===== src/rdf_map.vh =====
// register map, field positions, reset values and timing constants of the framer
`ifndef RDF_MAP_VH
`define RDF_MAP_VH

// register byte addresses
`define RDF_A_RATE 8'h00
`define RDF_A_FLEN 8'h04
`define RDF_A_TCTL 8'h08
`define RDF_A_FCNT 8'h0C
`define RDF_A_STAT 8'h10
`define RDF_A_IEN 8'h14
`define RDF_A_ICLR 8'h18
`define RDF_A_MRST 8'h1C
`define RDF_A_BANK 8'h20
`define RDF_A_BUF 8'h40

// transmit_control fields
`define RDF_B_SEND 7
`define RDF_B_PAGE 6
`define RDF_B_TRAIL 5
`define RDF_PWR_W 5

// status, enable and clear layout
`define RDF_S_DONE 0
`define RDF_S_ERR 1

// reset values
`define RDF_RATE_RST 8'h34
`define RDF_FLEN_RST 8'h00
`define RDF_FCNT_RST 4'h0
`define RDF_PWR_RST 5'h00

// bit rate: crystal / (52 * (code + 1)), built from the system clock
`define RDF_XTAL_MHZ 26
`define RDF_SYS_MHZ 25
`define RDF_RATE_MULT 52

// trailer length in bit times
`define RDF_TRAIL_BITS 2'd2

// axi response codes
`define RDF_RESP_OK 2'b00
`define RDF_RESP_ERR 2'b10

`endif


===== src/rdf_framer.v =====
// transmit framing control: rate divider, frame sequencing, buffer and axi4-lite registers
//
// The implementer's own choices: the AXI4-Lite interface to the registers and the register offsets.
`timescale 1ns/100ps
`include "rdf_map.vh"

module rdf_framer #(
	parameter BUF_BYTES = 32,
	parameter ACC_W = 20
)(
	// clock and reset
	input wire clk_sys,
	input wire rst,
	// axi4-lite write address and data
	input wire [7:0] s_axi_awaddr,
	input wire s_axi_awvalid,
	output wire s_axi_awready,
	input wire [31:0] s_axi_wdata,
	input wire [3:0] s_axi_wstrb,
	input wire s_axi_wvalid,
	output wire s_axi_wready,
	// axi4-lite write response
	output reg [1:0] s_axi_bresp,
	output reg s_axi_bvalid,
	input wire s_axi_bready,
	// axi4-lite read
	input wire [7:0] s_axi_araddr,
	input wire s_axi_arvalid,
	output wire s_axi_arready,
	output reg [31:0] s_axi_rdata,
	output reg [1:0] s_axi_rresp,
	output reg s_axi_rvalid,
	input wire s_axi_rready,
	// rf output stage
	output reg tx_data_q,
	output reg tx_on_q,
	output reg [`RDF_PWR_W-1:0] output_power_step,
	input wire lock_fail,
	input wire osc_fail,
	// interrupt
	output wire irq
);

	localparam ST_IDLE = 2'd0;
	localparam ST_DATA = 2'd1;
	localparam ST_TRAIL = 2'd2;
	localparam ST_STOP = 2'd3;

	// buffer byte index from page and window address
	function [4:0] buf_idx;
		input page;
		input [7:0] addr;
		begin
			buf_idx = {page, addr[5:2]};
		end
	endfunction

	// register state
	reg [7:0] bit_rate_divider_q;
	reg [7:0] frame_length_q;
	reg [3:0] frame_count_q;
	reg buffer_page_select_q;
	reg trailer_bits_enable_q;
	reg send_q;
	reg [1:0] stat_q;
	reg [1:0] ien_q;
	reg [7:0] bank_q [0:7];
	reg [7:0] buf_mem [0:BUF_BYTES-1];

	// sequencer state
	reg [1:0] state_q;
	reg [7:0] bit_idx_q;
	reg [3:0] frame_idx_q;
	reg [1:0] trail_cnt_q;
	reg [ACC_W-1:0] acc_q;

	// fault pin synchronisers
	reg [1:0] flt_s1_q;
	reg [1:0] flt_s2_q;

	// axi handshake state
	reg aw_have_q;
	reg w_have_q;
	reg [7:0] aw_addr_q;
	reg [31:0] w_data_q;
	reg [3:0] w_strb_q;

	integer i;

	// fault pins come from the analog side; two flops before any logic
	always @(posedge clk_sys or posedge rst)
	begin
		if (rst)
		begin
			flt_s1_q <= 2'b00;
			flt_s2_q <= 2'b00;
		end
		else
		begin
			flt_s1_q <= {osc_fail, lock_fail};
			flt_s2_q <= flt_s1_q;
		end
	end

	// write channels are taken in either order, response waits for both
	assign s_axi_awready = !aw_have_q && !s_axi_bvalid;
	assign s_axi_wready = !w_have_q && !s_axi_bvalid;
	assign s_axi_arready = !s_axi_rvalid;

	wire aw_ok = s_axi_awvalid && s_axi_awready;
	wire w_ok = s_axi_wvalid && s_axi_wready;
	wire wr_fire = aw_have_q && w_have_q && !s_axi_bvalid;
	wire wr_lane = w_strb_q[0];
	wire [7:0] wd = w_data_q[7:0];
	wire wr_buf = aw_addr_q[7:6] == 2'b01;
	wire wr_bank = aw_addr_q[7:4] == 4'h2;

	// decode of a committed write
	wire wr_map = wr_buf || wr_bank || (aw_addr_q[7:5] == 3'b000);
	wire wr_rate = wr_fire && wr_lane && aw_addr_q == `RDF_A_RATE;
	wire wr_flen = wr_fire && wr_lane && aw_addr_q == `RDF_A_FLEN;
	wire wr_tctl = wr_fire && wr_lane && aw_addr_q == `RDF_A_TCTL;
	wire wr_fcnt = wr_fire && wr_lane && aw_addr_q == `RDF_A_FCNT;
	wire wr_ien = wr_fire && wr_lane && aw_addr_q == `RDF_A_IEN;
	wire wr_iclr = wr_fire && wr_lane && aw_addr_q == `RDF_A_ICLR;
	wire mod_rst = wr_fire && wr_lane && aw_addr_q == `RDF_A_MRST && wd[0];

	// bit period in system clocks scaled by crystal rate, fractional accumulator
	// sums are formed at 32 bits and cut on purpose; the largest period fits well inside ACC_W
	wire [31:0] period_w = `RDF_SYS_MHZ * `RDF_RATE_MULT * ({24'h00_0000, bit_rate_divider_q}
		+ 32'h0000_0001);
	wire [31:0] acc_w = {{(32-ACC_W){1'b0}}, acc_q} + `RDF_XTAL_MHZ;
	wire [ACC_W-1:0] period = period_w[ACC_W-1:0];
	wire [ACC_W-1:0] acc_nx = acc_w[ACC_W-1:0];
	wire tick = acc_nx >= period;

	// buffer bit under the pointer, ascending order
	wire cur_bit = buf_mem[bit_idx_q[7:3]][bit_idx_q[2:0]];

	wire busy = state_q != ST_IDLE;
	wire fault = flt_s2_q[0] || flt_s2_q[1];
	wire start = wr_tctl && wd[`RDF_B_SEND] && !busy && frame_length_q != 8'h00;
	wire abort_sw = wr_tctl && !wd[`RDF_B_SEND] && busy;
	wire abort_flt = busy && fault;
	wire finish = state_q == ST_STOP && tick;

	// interrupt level from enabled sticky events
	assign irq = |(stat_q & ien_q);

	// registers steered by software, module reset leaves page and buffer alone
	always @(posedge clk_sys or posedge rst)
	begin
		if (rst)
		begin
			bit_rate_divider_q <= `RDF_RATE_RST;
			frame_length_q <= `RDF_FLEN_RST;
			frame_count_q <= `RDF_FCNT_RST;
			buffer_page_select_q <= 1'b0;
			trailer_bits_enable_q <= 1'b0;
			output_power_step <= `RDF_PWR_RST;
			ien_q <= 2'b00;
		end
		else if (mod_rst)
		begin
			bit_rate_divider_q <= `RDF_RATE_RST;
			frame_length_q <= `RDF_FLEN_RST;
			frame_count_q <= `RDF_FCNT_RST;
			trailer_bits_enable_q <= 1'b0;
			output_power_step <= `RDF_PWR_RST;
		end
		else
		begin
			if (wr_rate)
				bit_rate_divider_q <= wd;
			if (wr_flen)
				frame_length_q <= wd;
			if (wr_fcnt)
				frame_count_q <= wd[3:0];
			if (wr_ien)
				ien_q <= wd[1:0];
			if (wr_tctl)
			begin
				buffer_page_select_q <= wd[`RDF_B_PAGE];
				trailer_bits_enable_q <= wd[`RDF_B_TRAIL];
				output_power_step <= wd[`RDF_PWR_W-1:0];
			end
		end
	end

	// sticky events; a new event in the clearing cycle survives
	always @(posedge clk_sys or posedge rst)
	begin
		if (rst)
			stat_q <= 2'b00;
		else
		begin
			stat_q[`RDF_S_DONE] <= finish
				|| (stat_q[`RDF_S_DONE] && !(wr_iclr && wd[`RDF_S_DONE]));
			stat_q[`RDF_S_ERR] <= abort_flt
				|| (stat_q[`RDF_S_ERR] && !(wr_iclr && wd[`RDF_S_ERR]));
		end
	end

	// buffer and banked registers keep their contents over a module reset
	always @(posedge clk_sys)
	begin
		if (wr_fire && wr_lane && wr_buf)
			buf_mem[buf_idx(buffer_page_select_q, aw_addr_q)] <= wd;
		if (wr_fire && wr_lane && wr_bank)
			bank_q[{buffer_page_select_q, aw_addr_q[3:2]}] <= wd;
	end

	// frame sequencer: one bit per tick, frames back to back, optional trailer
	always @(posedge clk_sys or posedge rst)
	begin
		if (rst)
		begin
			state_q <= ST_IDLE;
			send_q <= 1'b0;
			bit_idx_q <= 8'h00;
			frame_idx_q <= 4'h0;
			trail_cnt_q <= 2'b00;
			acc_q <= {ACC_W{1'b0}};
			tx_data_q <= 1'b0;
			tx_on_q <= 1'b0;
		end
		else if (mod_rst || abort_sw || abort_flt || finish)
		begin
			state_q <= ST_IDLE;
			send_q <= 1'b0;
			tx_on_q <= 1'b0;
			tx_data_q <= 1'b0;
		end
		else if (start)
		begin
			state_q <= ST_DATA;
			send_q <= 1'b1;
			tx_on_q <= 1'b1;
			bit_idx_q <= 8'h00;
			frame_idx_q <= 4'h0;
			trail_cnt_q <= 2'b00;
			acc_q <= {ACC_W{1'b0}};
		end
		else if (busy)
		begin
			acc_q <= tick ? acc_nx - period : acc_nx;
			if (tick)
			begin
				case (state_q)
					ST_DATA:
					begin
						tx_data_q <= cur_bit;
						if (bit_idx_q == frame_length_q)
						begin
							bit_idx_q <= 8'h00;
							if (frame_idx_q == frame_count_q)
								state_q <= trailer_bits_enable_q ? ST_TRAIL : ST_STOP;
							else
								frame_idx_q <= frame_idx_q + 4'h1;
						end
						else
							bit_idx_q <= bit_idx_q + 8'h01;
					end
					ST_TRAIL:
					begin
						tx_data_q <= 1'b1;
						trail_cnt_q <= trail_cnt_q + 2'b01;
						if (trail_cnt_q == `RDF_TRAIL_BITS - 2'd1)
							state_q <= ST_STOP;
					end
					default:
						state_q <= ST_STOP;
				endcase
			end
		end
	end

	// read data mux, unmapped addresses answer slave error
	reg [31:0] rd_d;
	reg rd_err;
	always @*
	begin
		rd_d = 32'h0000_0000;
		rd_err = 1'b0;
		if (s_axi_araddr[7:6] == 2'b01)
			rd_d[7:0] = buf_mem[buf_idx(buffer_page_select_q, s_axi_araddr)];
		else if (s_axi_araddr[7:4] == 4'h2)
			rd_d[7:0] = bank_q[{buffer_page_select_q, s_axi_araddr[3:2]}];
		else
		begin
			case (s_axi_araddr)
				`RDF_A_RATE: rd_d[7:0] = bit_rate_divider_q;
				`RDF_A_FLEN: rd_d[7:0] = frame_length_q;
				`RDF_A_TCTL: rd_d[7:0] = {send_q, buffer_page_select_q,
					trailer_bits_enable_q, output_power_step};
				`RDF_A_FCNT: rd_d[7:0] = {4'h0, frame_count_q};
				`RDF_A_STAT: rd_d[7:0] = {6'h00, stat_q};
				`RDF_A_IEN: rd_d[7:0] = {6'h00, ien_q};
				`RDF_A_ICLR: rd_d = 32'h0000_0000;
				`RDF_A_MRST: rd_d = 32'h0000_0000;
				default: rd_err = 1'b1;
			endcase
		end
	end

	// axi write capture and response
	always @(posedge clk_sys or posedge rst)
	begin
		if (rst)
		begin
			aw_have_q <= 1'b0;
			w_have_q <= 1'b0;
			aw_addr_q <= 8'h00;
			w_data_q <= 32'h0000_0000;
			w_strb_q <= 4'h0;
			s_axi_bvalid <= 1'b0;
			s_axi_bresp <= `RDF_RESP_OK;
		end
		else
		begin
			if (aw_ok)
			begin
				aw_have_q <= 1'b1;
				aw_addr_q <= {s_axi_awaddr[7:2], 2'b00};
			end
			if (w_ok)
			begin
				w_have_q <= 1'b1;
				w_data_q <= s_axi_wdata;
				w_strb_q <= s_axi_wstrb;
			end
			if (wr_fire)
			begin
				aw_have_q <= 1'b0;
				w_have_q <= 1'b0;
				s_axi_bvalid <= 1'b1;
				s_axi_bresp <= wr_map ? `RDF_RESP_OK : `RDF_RESP_ERR;
			end
			else if (s_axi_bvalid && s_axi_bready)
				s_axi_bvalid <= 1'b0;
		end
	end

	// axi read answer, one cycle after the address is taken
	always @(posedge clk_sys or posedge rst)
	begin
		if (rst)
		begin
			s_axi_rvalid <= 1'b0;
			s_axi_rdata <= 32'h0000_0000;
			s_axi_rresp <= `RDF_RESP_OK;
		end
		else if (s_axi_arvalid && s_axi_arready)
		begin
			s_axi_rvalid <= 1'b1;
			s_axi_rdata <= rd_d;
			s_axi_rresp <= rd_err ? `RDF_RESP_ERR : `RDF_RESP_OK;
		end
		else if (s_axi_rvalid && s_axi_rready)
			s_axi_rvalid <= 1'b0;
	end

endmodule


===== config.mk =====
export PLATFORM = sky130hd
export DESIGN_NAME = rdf_framer
export DESIGN_NICKNAME = d
export VERILOG_FILES = /design/src/rdf_framer.v
export VERILOG_INCLUDE_DIRS = /design/src
export SDC_FILE = /design/constraint.sdc
export NUM_CORES = 1
export LEC_CHECK = 0
export BUFFER_PORTS_ARGS = -buffer_cell sky130_fd_sc_hd__buf_4
export CAP_MARGIN = 20
export CORE_MARGIN = 1
export CORE_UTILIZATION = 45
export DETAILED_ROUTE_END_ITERATION = 12
export GPL_ROUTABILITY_DRIVEN = 0
export PLACE_DENSITY = 0.72
export SLEW_MARGIN = 20
export SYNTH_ARGS = -nofsm -noshare
export SYNTH_HDL_FRONTEND = slang
export SYNTH_SLANG_ARGS = --single-unit

===== constraint.sdc =====
create_clock -name clk_sys -period 6 [get_ports clk_sys]
set_input_delay 0.6 -clock clk_sys [delete_from_list [all_inputs] [get_ports clk_sys]]
set_output_delay 0.6 -clock clk_sys [all_outputs]
set_load 0.05 [all_outputs]

After elaboration in Yosys (flattened, before gate mapping)
Memories as Yosys holds them, arrays and structs flattened.
Cells that the tools add are included.

operators by class
  $add $sub $neg = 6
  $mul = 1
  order comparisons = 2
  equal/unequal tests = 28
  multiplexer cells = 66
  bitwise logic cells = 3
  reduce and logical (&&, ||, !) cells = 81

operators by type and width
  kind                   number
  $mux 8                 11
  $mux 20                3
  $pmux 8 s6             1
  $reduce_bool 2->1      17
  $eq 8x5->1 const B     4
  $mux 4                 8
  $logic_and 1x1->1      31
  $mux 2                 13
  $mux 1                 25
  $add 20x5->20 const B  1
  $ge 20x20->1           1
  $sub 20x20->20         1
  $eq 6x3->1 const B     3
  $mul 9x9->18 const A   1
  $eq 8x4->1 const B     2
  $logic_not 8->1        2
  $eq 6x2->1 const B     2
  $ne 4x4->1 const B     3
  $reduce_and 4->1       3
  $mux 5                 2
  $add 8x1->9 const B    1
  $reduce_bool 3->1      3
  $add 8x1->8 const B    1
  $eq 2x1->1 const B     4
  other kinds (25)       44

word-level totals
  bits in registers = 104
  RAM bits = 320
  bits of input ports = 61
  output and inout port bits = 49
  logic and storage cells = 216
  memories = 2

memory list
  memory   depth  bits a word  rd ports  clocked after memory_dff  write ports  line             RTL
  buf_mem  32     8            2         0                         1            rdf_framer.v:68  reg [7:0] buf_mem [0:BUF_BYTES-1];
  bank_q   8      8            1         0                         1            rdf_framer.v:67  reg [7:0] bank_q [0:7];

Logic depth before layout (Yosys ltp)
Gate-level depths: netlist of run 1.

  depth in word-level cells = 11
  mapped depth = 30
  depth with buffers taken out = 27

Worst setup path before layout of run 1
No wires, ideal clock.

  path type = reg-to-reg
  start = register bit_rate_divider_q[0]
  end = register frame_idx_q[0]
  library setup time = 0.125 ns
  data arrival time = 5.505 ns
  required time = 5.875 ns
  setup slack = 0.370 ns
  cell stages (with the launch flop) = 24
  buffers on the path = 1
  clock period less this slack = 5.630 ns
  cell sequence = dfrtp_1 -> ha_1 -> nand3_1 -> nor2_1 -> xor2_1 -> ha_1 -> inv_1 -> fa_1 -> inv_1 -> fa_1 -> fa_1 -> ha_1 -> a21o_1 -> a31o_2 -> a21oi_1 -> xor2_1 -> ha_1 -> nand4_1 -> or4_1 -> a31o_2 -> buf_4 -> nor2_2 -> a31oi_1 -> mux2_2

between the ends
  longest elaborated chain between the ends = 7
  elaborated cells on any way between the ends = 8
  classes of those cells = add/sub (1); mul (1); order compare (1); bitwise (1); reduce/logical (4)

RTL lines
  what                          line              RTL
  start, declared               rdf_framer.v:59   reg [7:0] bit_rate_divider_q;
  start signal, assigned        rdf_framer.v:155  bit_rate_divider_q <= `RDF_RATE_RST;
  start signal, assigned        rdf_framer.v:165  bit_rate_divider_q <= `RDF_RATE_RST;
  start signal, assigned        rdf_framer.v:174  bit_rate_divider_q <= wd;
  $add 8x1->9 *                 rdf_framer.v:131  + 32'h0000_0001);
  $mul 9x9->18 (no line) *      -
  $ge 20x20->1 *                rdf_framer.v:135  wire tick = acc_nx >= period;
  $logic_and 1x1->1             rdf_framer.v:145  wire finish = state_q == ST_STOP && tick;
  $logic_or 1x1->1              rdf_framer.v:227  else if (mod_rst || abort_sw || abort_flt || finish)
  $not 1->1 (no line)           -
  $reduce_and 6->1 (no line) *  -
  end signal, assigned          rdf_framer.v:259  frame_idx_q <= frame_idx_q + 4'h1;
  end, declared                 rdf_framer.v:73   reg [3:0] frame_idx_q;

Every way passes the cells marked *; elsewhere a longest branch is shown, timed or not.
A chain may end at the register's enable or synchronous reset.

Worst setup path after layout of run 1
  start = register bit_rate_divider_q[4]
  end = register acc_q[18]

between the ends
  longest elaborated chain between the ends = 7
  elaborated cells on any way between the ends = 11
  classes of those cells = add/sub (2); mul (1); order compare (1); mux (3); bitwise (1); reduce/logical (3)

RTL lines
  what                                                                    line              RTL
  $add 8x1->9 *                                                           rdf_framer.v:131
  $mul 9x9->18 (no line) *                                                -
  parallel branches: the longest is 5 deep, another holds $sub 20x20->20  -
  end signal, assigned                                                    rdf_framer.v:223  acc_q <= {ACC_W{1'b0}};
  end signal, assigned                                                    rdf_framer.v:242  acc_q <= {ACC_W{1'b0}};
  end signal, assigned                                                    rdf_framer.v:246  acc_q <= tick ? acc_nx - period : acc_nx;
  end, declared                                                           rdf_framer.v:75   reg [ACC_W-1:0] acc_q;

Every way passes the cells marked *. The select of a mux whose other input is x is not followed.

==> results of run 1 <==
[worst max-delay path, delay by kind of cell (launching register included)]
family                     cells  cell delay (ns)
adders and majority gates      5             1.62
and+or+nand+nor                8             1.14
AOI/OAI and AO/OA              9             1.54
xor gates and xnor gates       1             0.15
buffers and inverters          6             0.72
DFF                            1             0.54
[area by class of cell]
cell class                      instances  share of cell area (%)
Clock buffer                           62                    4.95
Timing Repair Buffer                  106                    3.42
Tap cell                              615                    3.12
Sequential cell                       421                    49.3
Clock inverter                         15                   0.508
Inverter                               47                   0.726
Multi-Input combinational cell        978                    38.0
[worst min path at each step]
stage / from / to / slack [ns] / depth (start not counted)
finish: rst / output_power_step[3] / 0.05 / 2
global route: rst / bit_rate_divider_q[6] / 0.08 / 2
CTS: rst / frame_length_q[1] / 0.04 / 2
detailed placement: flt_s1_q[1] / flt_s2_q[1] / 0.34 / 0
global placement: flt_s1_q[1] / flt_s2_q[1] / 0.34 / 0
floorplan: flt_s1_q[0] / flt_s2_q[0] / 0.33 / 0
[synthesized netlist by cell type, types with 11 or more instances]
| library cell | count | share of area (%) |
|---|---|---|
| a21o_1 | 13 | 0.45 |
| a21oi_1 | 65 | 1.5 |
| a22o_1 | 11 | 0.44 |
| a31oi_1 | 14 | 0.40 |
| buf_2 | 28 | 0.64 |
| buf_4 | 33 | 1.1 |
| clkbuf_1 | 38 | 0.65 |
| dfrtp_1 | 98 | 11 |
| edfxtp_1 | 320 | 44 |
| ha_1 | 60 | 3.4 |
| inv_1 | 47 | 0.80 |
| mux2_2 | 27 | 1.4 |
| mux2i_1 | 32 | 1.5 |
| mux4_2 | 164 | 17 |
| nand2_1 | 109 | 1.9 |
| nand3_1 | 44 | 1.0 |
| nor2_1 | 107 | 1.8 |
| nor2b_1 | 14 | 0.40 |
| nor3_1 | 14 | 0.32 |
| o21ai_0 | 68 | 1.6 |
| xnor2_1 | 39 | 1.6 |
| xor2_1 | 19 | 0.76 |
[registers in the layout, indices dropped and copies added (netlist names), 2 cells and up]
name	flops
acc_q	19
aw_addr_q	6
bank_q	64
bit_idx_q	8
bit_rate_divider_q	8
buf_mem	256
flt_s1_q	2
flt_s2_q	2
frame_count_q	4
frame_idx_q	4
frame_length_q	8
ien_q	2
output_power_step	5
s_axi_rdata	8
stat_q	2
state_q	2
trail_cnt_q	2
w_data_q	8
[layer usage]
layer | vias to the layer above | share of wire (%) | GRT usage, %
met5 | - | 0.018 | 0
met4 | 2 | 4.3 | 9.86
met3 | 142 | 7.5 | 4.31
li1 | 6061 | - | -
met1 | 7090 | 38 | 29.6
met2 | 571 | 50 | 37.1
[cells by family after synthesis]
family / share of synthesized area [%]
flip-flops: 55.4
AND/OR/NAND/NOR: 7.62
AO/OA/AOI/OAI: 7.25
multiplexers: 19.7
buffers and inverters: 3.50
adder cells (fa/ha/maj): 4.25
XOR/XNOR: 2.32
other: 0.0171
[per-stage QoR]
step	TNS (ns)	power (mW)	worst slack [ns]
2_1_floorplan	0	7.08	0.370
3_3_place_gp	0	8.28	0.0680
3_5_place_dp	-0.109	8.37	-0.0559
4_1_cts	0	11.1	0.0113
5_1_grt	-0.742	11.8	-0.118
6_report	0	11.3	0.172
[where the power goes]
group / leakage [nW] / switching [mW] / total [mW] / internal, mW
clock network: 0.656 / 1.09 / 2.59 / 1.50
registers: 4.21 / 0.305 / 4.00 / 3.70
logic: 3.90 / 2.89 / 4.67 / 1.78
total: 8.76 / 4.28 / 11.3 / 6.97
[repair_timing]
action,CTS,global route
pin swaps,1,24
resized for setup,1,41
gates cloned,1,1
setup endpoints to repair,4,38
hold buffers,0,0
buffers inserted,2,4
==> results.md, run 1 <==
* CTS clock-pin slew for the worst setup and hold paths at 0.06 ns
* Startpoint class of the critical path: flop
* Number of global-route vias before repair at 14000
* Sequential area share after synthesis at 55.4%
* Average cell area after synthesis at 14.3 um2
* Register Area at 12100 um2
* First-pass iteration count of the detailed router at 5
* Clock sink total at 421
* Share of post-route cells with drive strength above 1 at 25.6%
* Largest stage delay on the critical path at 0.54 ns
* Max Cap Violations at 0
* Initial Utilization at 45.7%
* Placed Area at 23000 um2
* Measured slew at the worst slew-check pin at 1.11 ns
* Core region area at 47900 um2
* Yosys warning count at 0
* Critical Path RT at 6.47 ns
* CTS tree: done
* # H-tree levels at 2
* CP startpoint: bit_rate_divider_q[4]
* Total Wirelength at 55200 um
* Most common cell after layout, fill and taps aside: edfxtp_1
* Reg2reg end: acc_q[18]
* CTS Root Cell: clkbuf_16
* Routed Antenna Nets at 0
* Yosys reg bits at 421
* Hold_ws at 0.0461 ns
* Setup-failing EPs final at 0
* Die Y-Extent at 223 um
* Top achievable clock speed at 0.172 GHz
* HP Class: in2async
* Initial antenna violation count at 1
* Synth Cell Area at 21900 um2
* RR Startpoint: bit_rate_divider_q[4]
* CP Max Fanout at 5
* Clock skew at 0.0171 ns
* Max Transition Viols Final at 0
* Asr flop ratio synth at 24.0%
* LEAKAGE at 8.76 nW
* Vias at 13900
* Number of port buffers at 54
* Area grow syn2layout at 12.4%
* Vias per std cell at 6.18
* Setup CP Type: reg2reg
* CP Capture Point: acc_q[18]
* Routed WL per cell at 24.6 um
* Worst Setup End Kind: flop
* Fill cell count at 3882
* Nets at 1727
* Post-Layout Cell Count at 2244
* Die area at 49600 um2
* Global route total overflow at 0
* Finished Cell Area at 24600 um2
* Total CTS buffers at 43
* CTS max path bufs at 3
* Max-Slew Margin vs Limit at 26.3%
* Skew-Pair Late Insertion Delay at 0.57 ns
* R2R depth at 29
* Number of synthesized flops with an enable pin at 320
* Commonest non-fill, non-tap cells in the layout: 320 x edfxtp_1, 164 x mux4_2, 108 x nand2_1
* First-pass GRT wire length at 84500 um
* Die Span X at 223 um
* Multi-input logic area at 9360 um2
* Slowest cell on crit path: dfstp_2
* Final core utilization at 51.4%
* Maximum vdd ir drop at 0.000340 V
* Status: finished clean
* WP data arrival at 6.30 ns
* Row count at 80
* Drc violations at 0
* Tot GR Track Use at 22.7%
* R2r setup slk at 0.17 ns
* Main synth FF type: edfxtp_1
* Final worst path period share at 97.1%
* Post-detail-place hpwl at 36900 um
* Initial drt markers at 1408
* Min Tclk post-route at 5.83 ns
* Endpoints failing hold at 0
* Pwr Density at 457 nW/um2
* Synth unique cells at 76
* Antenna diodes at 0
* Largest net degree at the start of global routing at 69
* Mapped Cells at 1529
* Number of placed instances, taps included at 2158
* I/O pin count at 110
No activity file was read; power rests on OpenSTA's default activity.
==> run 2: changes to the inputs <==
--- a/config.mk
+++ b/config.mk
@@ -12,7 +12,6 @@
 export CORE_UTILIZATION = 45
 export DETAILED_ROUTE_END_ITERATION = 12
 export GPL_ROUTABILITY_DRIVEN = 0
-export PLACE_DENSITY = 0.72
 export SLEW_MARGIN = 20
 export SYNTH_ARGS = -nofsm -noshare
 export SYNTH_HDL_FRONTEND = slang
==> results.md, run 2 (synthesis gave the netlist of run 1 again) <==
* Status: finished clean (unchanged)
* Power Internal at 7.24 mW (was 6.97 mW)
* Area grow syn2layout at 13.3% (was 12.4%)
* Initial Utilization at 45.7% (unchanged)
* Final core utilization at 51.8% (was 51.4%)
* RSZ-0062 raised after global routing: no
* Largest net degree at the start of global routing at 72 (was 69)
* Row count at 80 (unchanged)
* Hold_ws at 0.141 ns (was 0.0461 ns)
* Pwr Density at 468 nW/um2 (was 457 nW/um2)
* Number of global-route vias before repair at 13600 (was 14000)
* Clock sink total at 421 (unchanged)
* CP Capture Point: acc_q[19] (was acc_q[18])
* Die area at 49600 um2 (unchanged)
* Vias at 13600 (was 13900)
* Crit path buf inv count at 8 (was 6)
* # H-tree levels at 2 (unchanged)
* CTS clock-pin slew for the worst setup and hold paths at 0.06 ns (about the same)
* Largest delay share family, worst path: compound AO/OA/AOI/OAI gates (was adder cells)
* Number of port buffers at 54 (unchanged)
* Nets at 1740 (was 1727)
* Final worst path period share at 95.1% (was 97.1%)
* Worst Setup End Kind: flop (unchanged)
* LEAKAGE at 8.87 nW (was 8.76 nW)
* Biggest register: buf_mem (unchanged)
* Setup CP Type: reg2reg (unchanged)
* Routed Antenna Nets at 0 (unchanged)
* Seq pwr share at 34.1% (was 35.6%)
* Antenna diodes at 0 (unchanged)
* Top achievable clock speed at 0.175 GHz (was 0.172 GHz)
* Routed WL per cell at 24.7 um (was 24.6 um)
* I/O pin count at 110 (unchanged)
* Setup-failing EPs final at 0 (unchanged)
* RR Startpoint: bit_rate_divider_q[4] (unchanged)
* Clk network pwr share at 23.8% (was 23.0%)
* Vias per std cell at 6.02 (was 6.18)
* Total Wirelength at 55900 um (was 55200 um)
* Total CTS buffers at 45 (was 43)
* CP startpoint: bit_rate_divider_q[4] (unchanged)
* Share of post-route cells with drive strength above 1 at 26.7% (was 25.6%)
* Min Tclk post-route at 5.70 ns (was 5.83 ns)
* Measured slew at the worst slew-check pin at 1.01 ns (was 1.11 ns)
* Global route total overflow at 0 (unchanged)
* Cts-stage hold buffer count at 0 (unchanged)
* Commonest non-fill, non-tap cells in the layout: 320 x edfxtp_1, 164 x mux4_2, 109 x nand2_1, 109 x buf_4, 102 x nor2_1 (was 320 x edfxtp_1, 164 x mux4_2, 108 x nand2_1)
* CTS tree: done (unchanged)
* Endpoints failing hold at 0 (unchanged)
* Startpoint class of the critical path: flop (unchanged)
* Comb pwr share at 42.2% (was 41.5%)
* Multi-input logic area at 9310 um2 (was 9360 um2)
* Register Area at 12100 um2 (about the same)
* Post-detail-place hpwl at 37200 um (was 36900 um)
* Max-Slew Margin vs Limit at 32.2% (was 26.3%)
* Fill cell count at 3951 (was 3882)
* Clock skew at 0.0273 ns (was 0.0171 ns)
* Die Span X at 223 um (unchanged)
* WP data arrival at 6.16 ns (was 6.30 ns)
* CTS max path bufs at 3 (unchanged)
* Initial antenna violation count at 0 (was 1)
* R2R depth at 29 (unchanged)
* Reg2reg end: acc_q[19] (was acc_q[18])
* HP Class: in2reg (was in2async)
* Largest stage delay on the critical path at 0.56 ns (was 0.54 ns)
* CTS Root Cell: clkbuf_16 (unchanged)
* CP dominant cell by count: buf_4
* Max Transition Viols Final at 0 (unchanged)
* Switching power total at 4.39 mW (was 4.28 mW)
* Drc violations at 0 (unchanged)
* First-pass GRT wire length at 84000 um (was 84500 um)
* Largest register FFs at 256 (unchanged)
* Die Y-Extent at 223 um (unchanged)
* Critical Path Stages at 29 (unchanged)
* Tot GR Track Use at 22.8% (was 22.7%)
* Max Cap Violations at 0 (unchanged)
* First-pass iteration count of the detailed router at 5 (unchanged)
* Slowest cell on crit path: dfstp_2 (unchanged)
* Maximum vdd ir drop at 0.000608 V (was 0.000340 V)
* CP Max Fanout at 6 (was 5)
* Initial drt markers at 1255 (was 1408)
* Core region area at 47900 um2 (unchanged)
* Most common cell after layout, fill and taps aside: edfxtp_1 (unchanged)
* R2r setup slk at 0.30 ns (was 0.17 ns)
* Switching portion of total power at 37.8% (was 38.0%)
* Skew-Pair Late Insertion Delay at 0.59 ns (was 0.57 ns)
* Critical Path RT at 6.46 ns (was 6.47 ns)
[run 2: per-layer routing]
metal  vias to the layer above  wire length (um)  track usage (%)  share of wire, %
met2                       451             27200             36.7                49
met3                        91              3650             5.01               6.5
met1                      6980             23500             31.1                42
met4                         0              1480             6.76               2.6
li1                       6084                 -                -                 -
met5                         -                 0                0                 0
[run 2: worst reg2reg max path, delay by kind of cell (launching register included)]
kind | cells | cell delay [ns]
buf+inv | 8 | 0.93
flops | 1 | 0.56
compound gates | 11 | 1.69
fa+ha+maj | 5 | 1.64
xor+xnor | 2 | 0.37
simple gates | 3 | 0.43
[run 2: area by class of cell]
cell class | instances | share of cell area [%]
Sequential cell | 421 | 48.9
Multi-Input combinational cell | 977 | 37.5
Clock inverter | 25 | 1.09
Clock buffer | 57 | 4.80
Inverter | 47 | 0.720
Timing Repair Buffer | 118 | 3.89
Tap cell | 615 | 3.10
[run 2: worst min-delay path by stage]
| stage | from | endpoint | slack [ns] | cells past startpoint |
|---|---|---|---|---|
| finish | osc_fail | flt_s1_q[1] | 0.14 | 1 |
| global route | osc_fail | flt_s1_q[1] | 0.12 | 1 |
| CTS | osc_fail | flt_s1_q[1] | 0.12 | 1 |
| detailed placement | flt_s1_q[0] | flt_s2_q[0] | 0.34 | 0 |
| global placement | flt_s1_q[0] | flt_s2_q[0] | 0.34 | 0 |
| floorplan | flt_s1_q[0] | flt_s2_q[0] | 0.33 | 0 |
[run 2: power by group through the flow]
stage,clock network (mW),logic (mW),registers [mW]
2_1_floorplan,0,2.87,4.21
3_3_place_gp,0,4.40,4.01
3_5_place_dp,0,4.46,4.01
4_1_cts,2.81,4.49,3.95
5_1_grt,2.91,5.36,4.00
6_report,2.76,4.91,3.96
[run 2: stage by stage]
stage               worst slack (ns)  instance area [um2]  total power, mW  TNS (ns)  std cells
floorplan                      0.370                22000             7.08         0       1554
global placement             0.00974                23000             8.40         0       2166
detailed placement           -0.0290                23000             8.47   -0.0487       2166
CTS                          0.00893                24500             11.3         0       2248
global route                 0.00470                24800             12.3         0       2260
finish                         0.295                24800             11.6         0       2260
[run 2: repair_timing]
action	in CTS	in global routing
gates cloned	0	3
pin swaps	0	27
setup buffers	0	9
hold endpoints to repair	0	0
gates resized for setup	2	42
setup endpoints to repair	5	38
==> run 3: changes to the inputs <==
==> constraint.sdc (replaced) <==
create_clock -name clk_sys -period 6 [get_ports clk_sys]
set_input_delay 0.3 -clock clk_sys [delete_from_list [all_inputs] [get_ports clk_sys]]
set_output_delay 0.3 -clock clk_sys [all_outputs]
set_load 0.05 [all_outputs]
==> results.md, run 3 (synthesis gave the netlist of run 1 again) <==
* Max Transition Viols Final at 0 (unchanged)
* Startpoint class of the critical path: flop (unchanged)
* WP data arrival at 6.21 ns (was 6.16 ns)
* Biggest register: buf_mem (unchanged)
* Tot GR Track Use at 23.0% (was 22.8%)
* CTS max path bufs at 3 (unchanged)
* Vias per std cell at 6.03 (was 6.02)
* Skew-Pair Late Insertion Delay at 0.59 ns (about the same)
* Initial antenna violation count at 0 (unchanged)
* Reg2reg end: acc_q[8] (was acc_q[19])
* Largest stage delay on the critical path at 0.59 ns (was 0.56 ns)
* Clock skew at 0.0256 ns (was 0.0273 ns)
* Nets at 1760 (was 1740)
* Global routing's busiest layer: met2 (unchanged)
* CTS Root Cell: clkbuf_16 (unchanged)
* Most common cell after layout, fill and taps aside: edfxtp_1 (unchanged)
* Total Wirelength at 56300 um (was 55900 um)
* Setup CP Type: reg2reg (unchanged)
* Tot Pwr at 11.5 mW (was 11.6 mW)
* Finished Cell Area at 25000 um2 (was 24800 um2)
* R2r setup slk at 0.25 ns (was 0.30 ns)
* Share of post-route cells with drive strength above 1 at 25.8% (was 26.7%)
* Met3 global-route usage at 3.36% (was 5.01%)
* Global route total overflow at 0 (unchanged)
* Commonest non-fill, non-tap cells in the layout: 320 x edfxtp_1, 164 x mux4_2, 110 x buf_4 (was 320 x edfxtp_1, 164 x mux4_2, 109 x nand2_1, 109 x buf_4, 102 x nor2_1)
* I/O pin count at 110 (unchanged)
* Routed Antenna Nets at 0 (unchanged)
* Fill cell count at 3953 (was 3951)
* Drc violations at 0 (unchanged)
* Crit path buf inv count at 3 (was 8)
* # H-tree levels at 2 (unchanged)
* Post-detail-place hpwl at 38000 um (was 37200 um)
* Measured slew at the worst slew-check pin at 1.10 ns (was 1.01 ns)
* Die Span X at 223 um (unchanged)
* Hold path start: s_axi_araddr[5] (was osc_fail)
* Final setup TNS at 0 ns (unchanged)
* Status: finished clean (unchanged)
* Worst Hold Path EP: s_axi_rresp[1] (was flt_s1_q[1])
* Vias at 13800 (was 13600)
* Die area at 49600 um2 (unchanged)
* CTS clock-pin slew for the worst setup and hold paths at 0.06 ns (about the same)
* Min Tclk post-route at 5.75 ns (was 5.70 ns)
* Pwr Density at 459 nW/um2 (was 468 nW/um2)
* Hold_ws at 0.246 ns (was 0.141 ns)
* Setup-failing EPs final at 0 (unchanged)
* LEAKAGE at 8.97 nW (was 8.87 nW)
* Area grow syn2layout at 14.2% (was 13.3%)
* Number of global-route vias before repair at 13900 (was 13600)
* Max-Slew Margin vs Limit at 26.2% (was 32.2%)
* Maximum vdd ir drop at 0.000412 V (was 0.000608 V)
* RR Startpoint: bit_rate_divider_q[4] (unchanged)
* Largest delay share family, worst path: adder cells (was compound AO/OA/AOI/OAI gates)
* First-pass GRT wire length at 85400 um (was 84000 um)
* Multi-input logic area at 9320 um2 (was 9310 um2)
* Clock sink total at 421 (unchanged)
* Fin worst setup slack at 0.249 ns (was 0.295 ns)
* Number of placed instances, taps included at 2166 (unchanged)
* Die Y-Extent at 223 um (unchanged)
* Placed Area at 23000 um2 (about the same)
* Number of port buffers at 54 (unchanged)
* HP Class: in2reg (unchanged)
* CTS tree: done (unchanged)
* Total CTS buffers at 46 (was 45)
* Post-Layout Cell Count at 2283 (was 2260)
* Worst slack, placed at 0.0328 ns (was -0.0290 ns)
* GRT met1 Usage at 31.9% (was 31.1%)
* Final core utilization at 52.2% (was 51.8%)
* Top achievable clock speed at 0.174 GHz (was 0.175 GHz)
* Initial drt markers at 1234 (was 1255)
* Register Area at 12100 um2 (unchanged)
* Initial Utilization at 45.7% (unchanged)
* Row count at 80 (unchanged)
* Final worst path period share at 95.9% (was 95.1%)
* Critical Path RT at 6.46 ns (about the same)
* Routed WL per cell at 24.6 um (was 24.7 um)
* Endpoints failing hold at 0 (unchanged)
* Largest register FFs at 256 (unchanged)
* Hold path depth at 3 (was 1)
* Slowest cell on crit path: fa_1 (was dfstp_2)
* First-pass iteration count of the detailed router at 5 (unchanged)
* Core region area at 47900 um2 (unchanged)
* Worst Setup End Kind: flop (unchanged)
* CP Max Fanout at 4 (was 6)
* Largest net degree at the start of global routing at 57 (was 72)
* CP dominant cell by count: fa_1 (was buf_4)
* R2R depth at 25 (was 29)
* Max Cap Violations at 0 (unchanged)
* Antenna diodes at 0 (unchanged)
* Grt met2 use at 37.6% (was 36.7%)
[run 3: cell count changes in the layout (fill, tap and decap cells not counted), sizes merged]
cell / previous run / this run
clkbuf: 59 / 55
inv: 49 / 47
dlygate4sd3: 0 / 21
clkdlybuf4s15: 0 / 1
clkinv: 17 / 27
buf: 116 / 115
clkinvlp: 2 / 0
[run 3: layout make-up]
class,instances,share of cell area (%)
Timing Repair Buffer,137,4.44
Tap cell,615,3.07
Clock buffer,55,4.86
Inverter,47,0.715
Clock inverter,31,1.17
Multi-Input combinational cell,977,37.2
Sequential cell,421,48.5
[run 3: timing repair]
| item | 4_1_cts | 5_1_grt |
|---|---|---|
| resized for setup | 1 | 40 |
| endpoints found under the hold margin | 71 | 0 |
| buffers inserted | 0 | 9 |
| cloned | 0 | 1 |
| pin swaps | 0 | 22 |
| endpoints found under the setup margin | 1 | 38 |
| hold buffers | 21 | 0 |
[run 3: how the worst max path moves through the flow]
stage / startpoint / endpoint / cells after the start
floorplan: bit_rate_divider_q[0] / frame_idx_q[0] / 23
CTS: bit_rate_divider_q[4] / acc_q[6] / 24
global route: bit_rate_divider_q[0] / acc_q[9] / 27
global placement: bit_rate_divider_q[0] / acc_q[6] / 30
detailed placement: bit_rate_divider_q[0] / acc_q[6] / 26
finish: bit_rate_divider_q[4] / acc_q[8] / 25
[run 3: routing by layer]
metal / wire length (um) / part of all wire, % / vias to the layer above
met5: 0 / 0 / -
met4: 1440 / 2.6 / 0
met3: 3340 / 5.9 / 90
met2: 27600 / 49 / 464
met1: 23900 / 42 / 7086
li1: - / - / 6123
[run 3: power by group]
group | internal, mW | switching [mW]
Sequential | 3.70 | 0.291
Clock | 1.63 | 1.19
Combinational | 1.81 | 2.88
[run 3: worst reg2reg max path, stage by stage, from the launching register on]
cell	delay, ns
dfstp_2	0.56
nand2_1	0.07
nor2_2	0.13
xor2_1	0.21
ha_2	0.21
inv_1	0.05
fa_1	0.38
inv_1	0.07
fa_1	0.43
fa_1	0.59
ha_4	0.21
a21o_1	0.15
a31o_2	0.24
a211oi_4	0.22
o21ai_0	0.12
o211ai_1	0.11
xor2_1	0.20
ha_1	0.29
a21oi_2	0.19
nand2_2	0.08
nor2_4	0.17
a31oi_4	0.15
a31oi_4	0.24
clkdlybuf4s15_2	0.30
o21ai_0	0.10
o2bb2ai_1	0.13
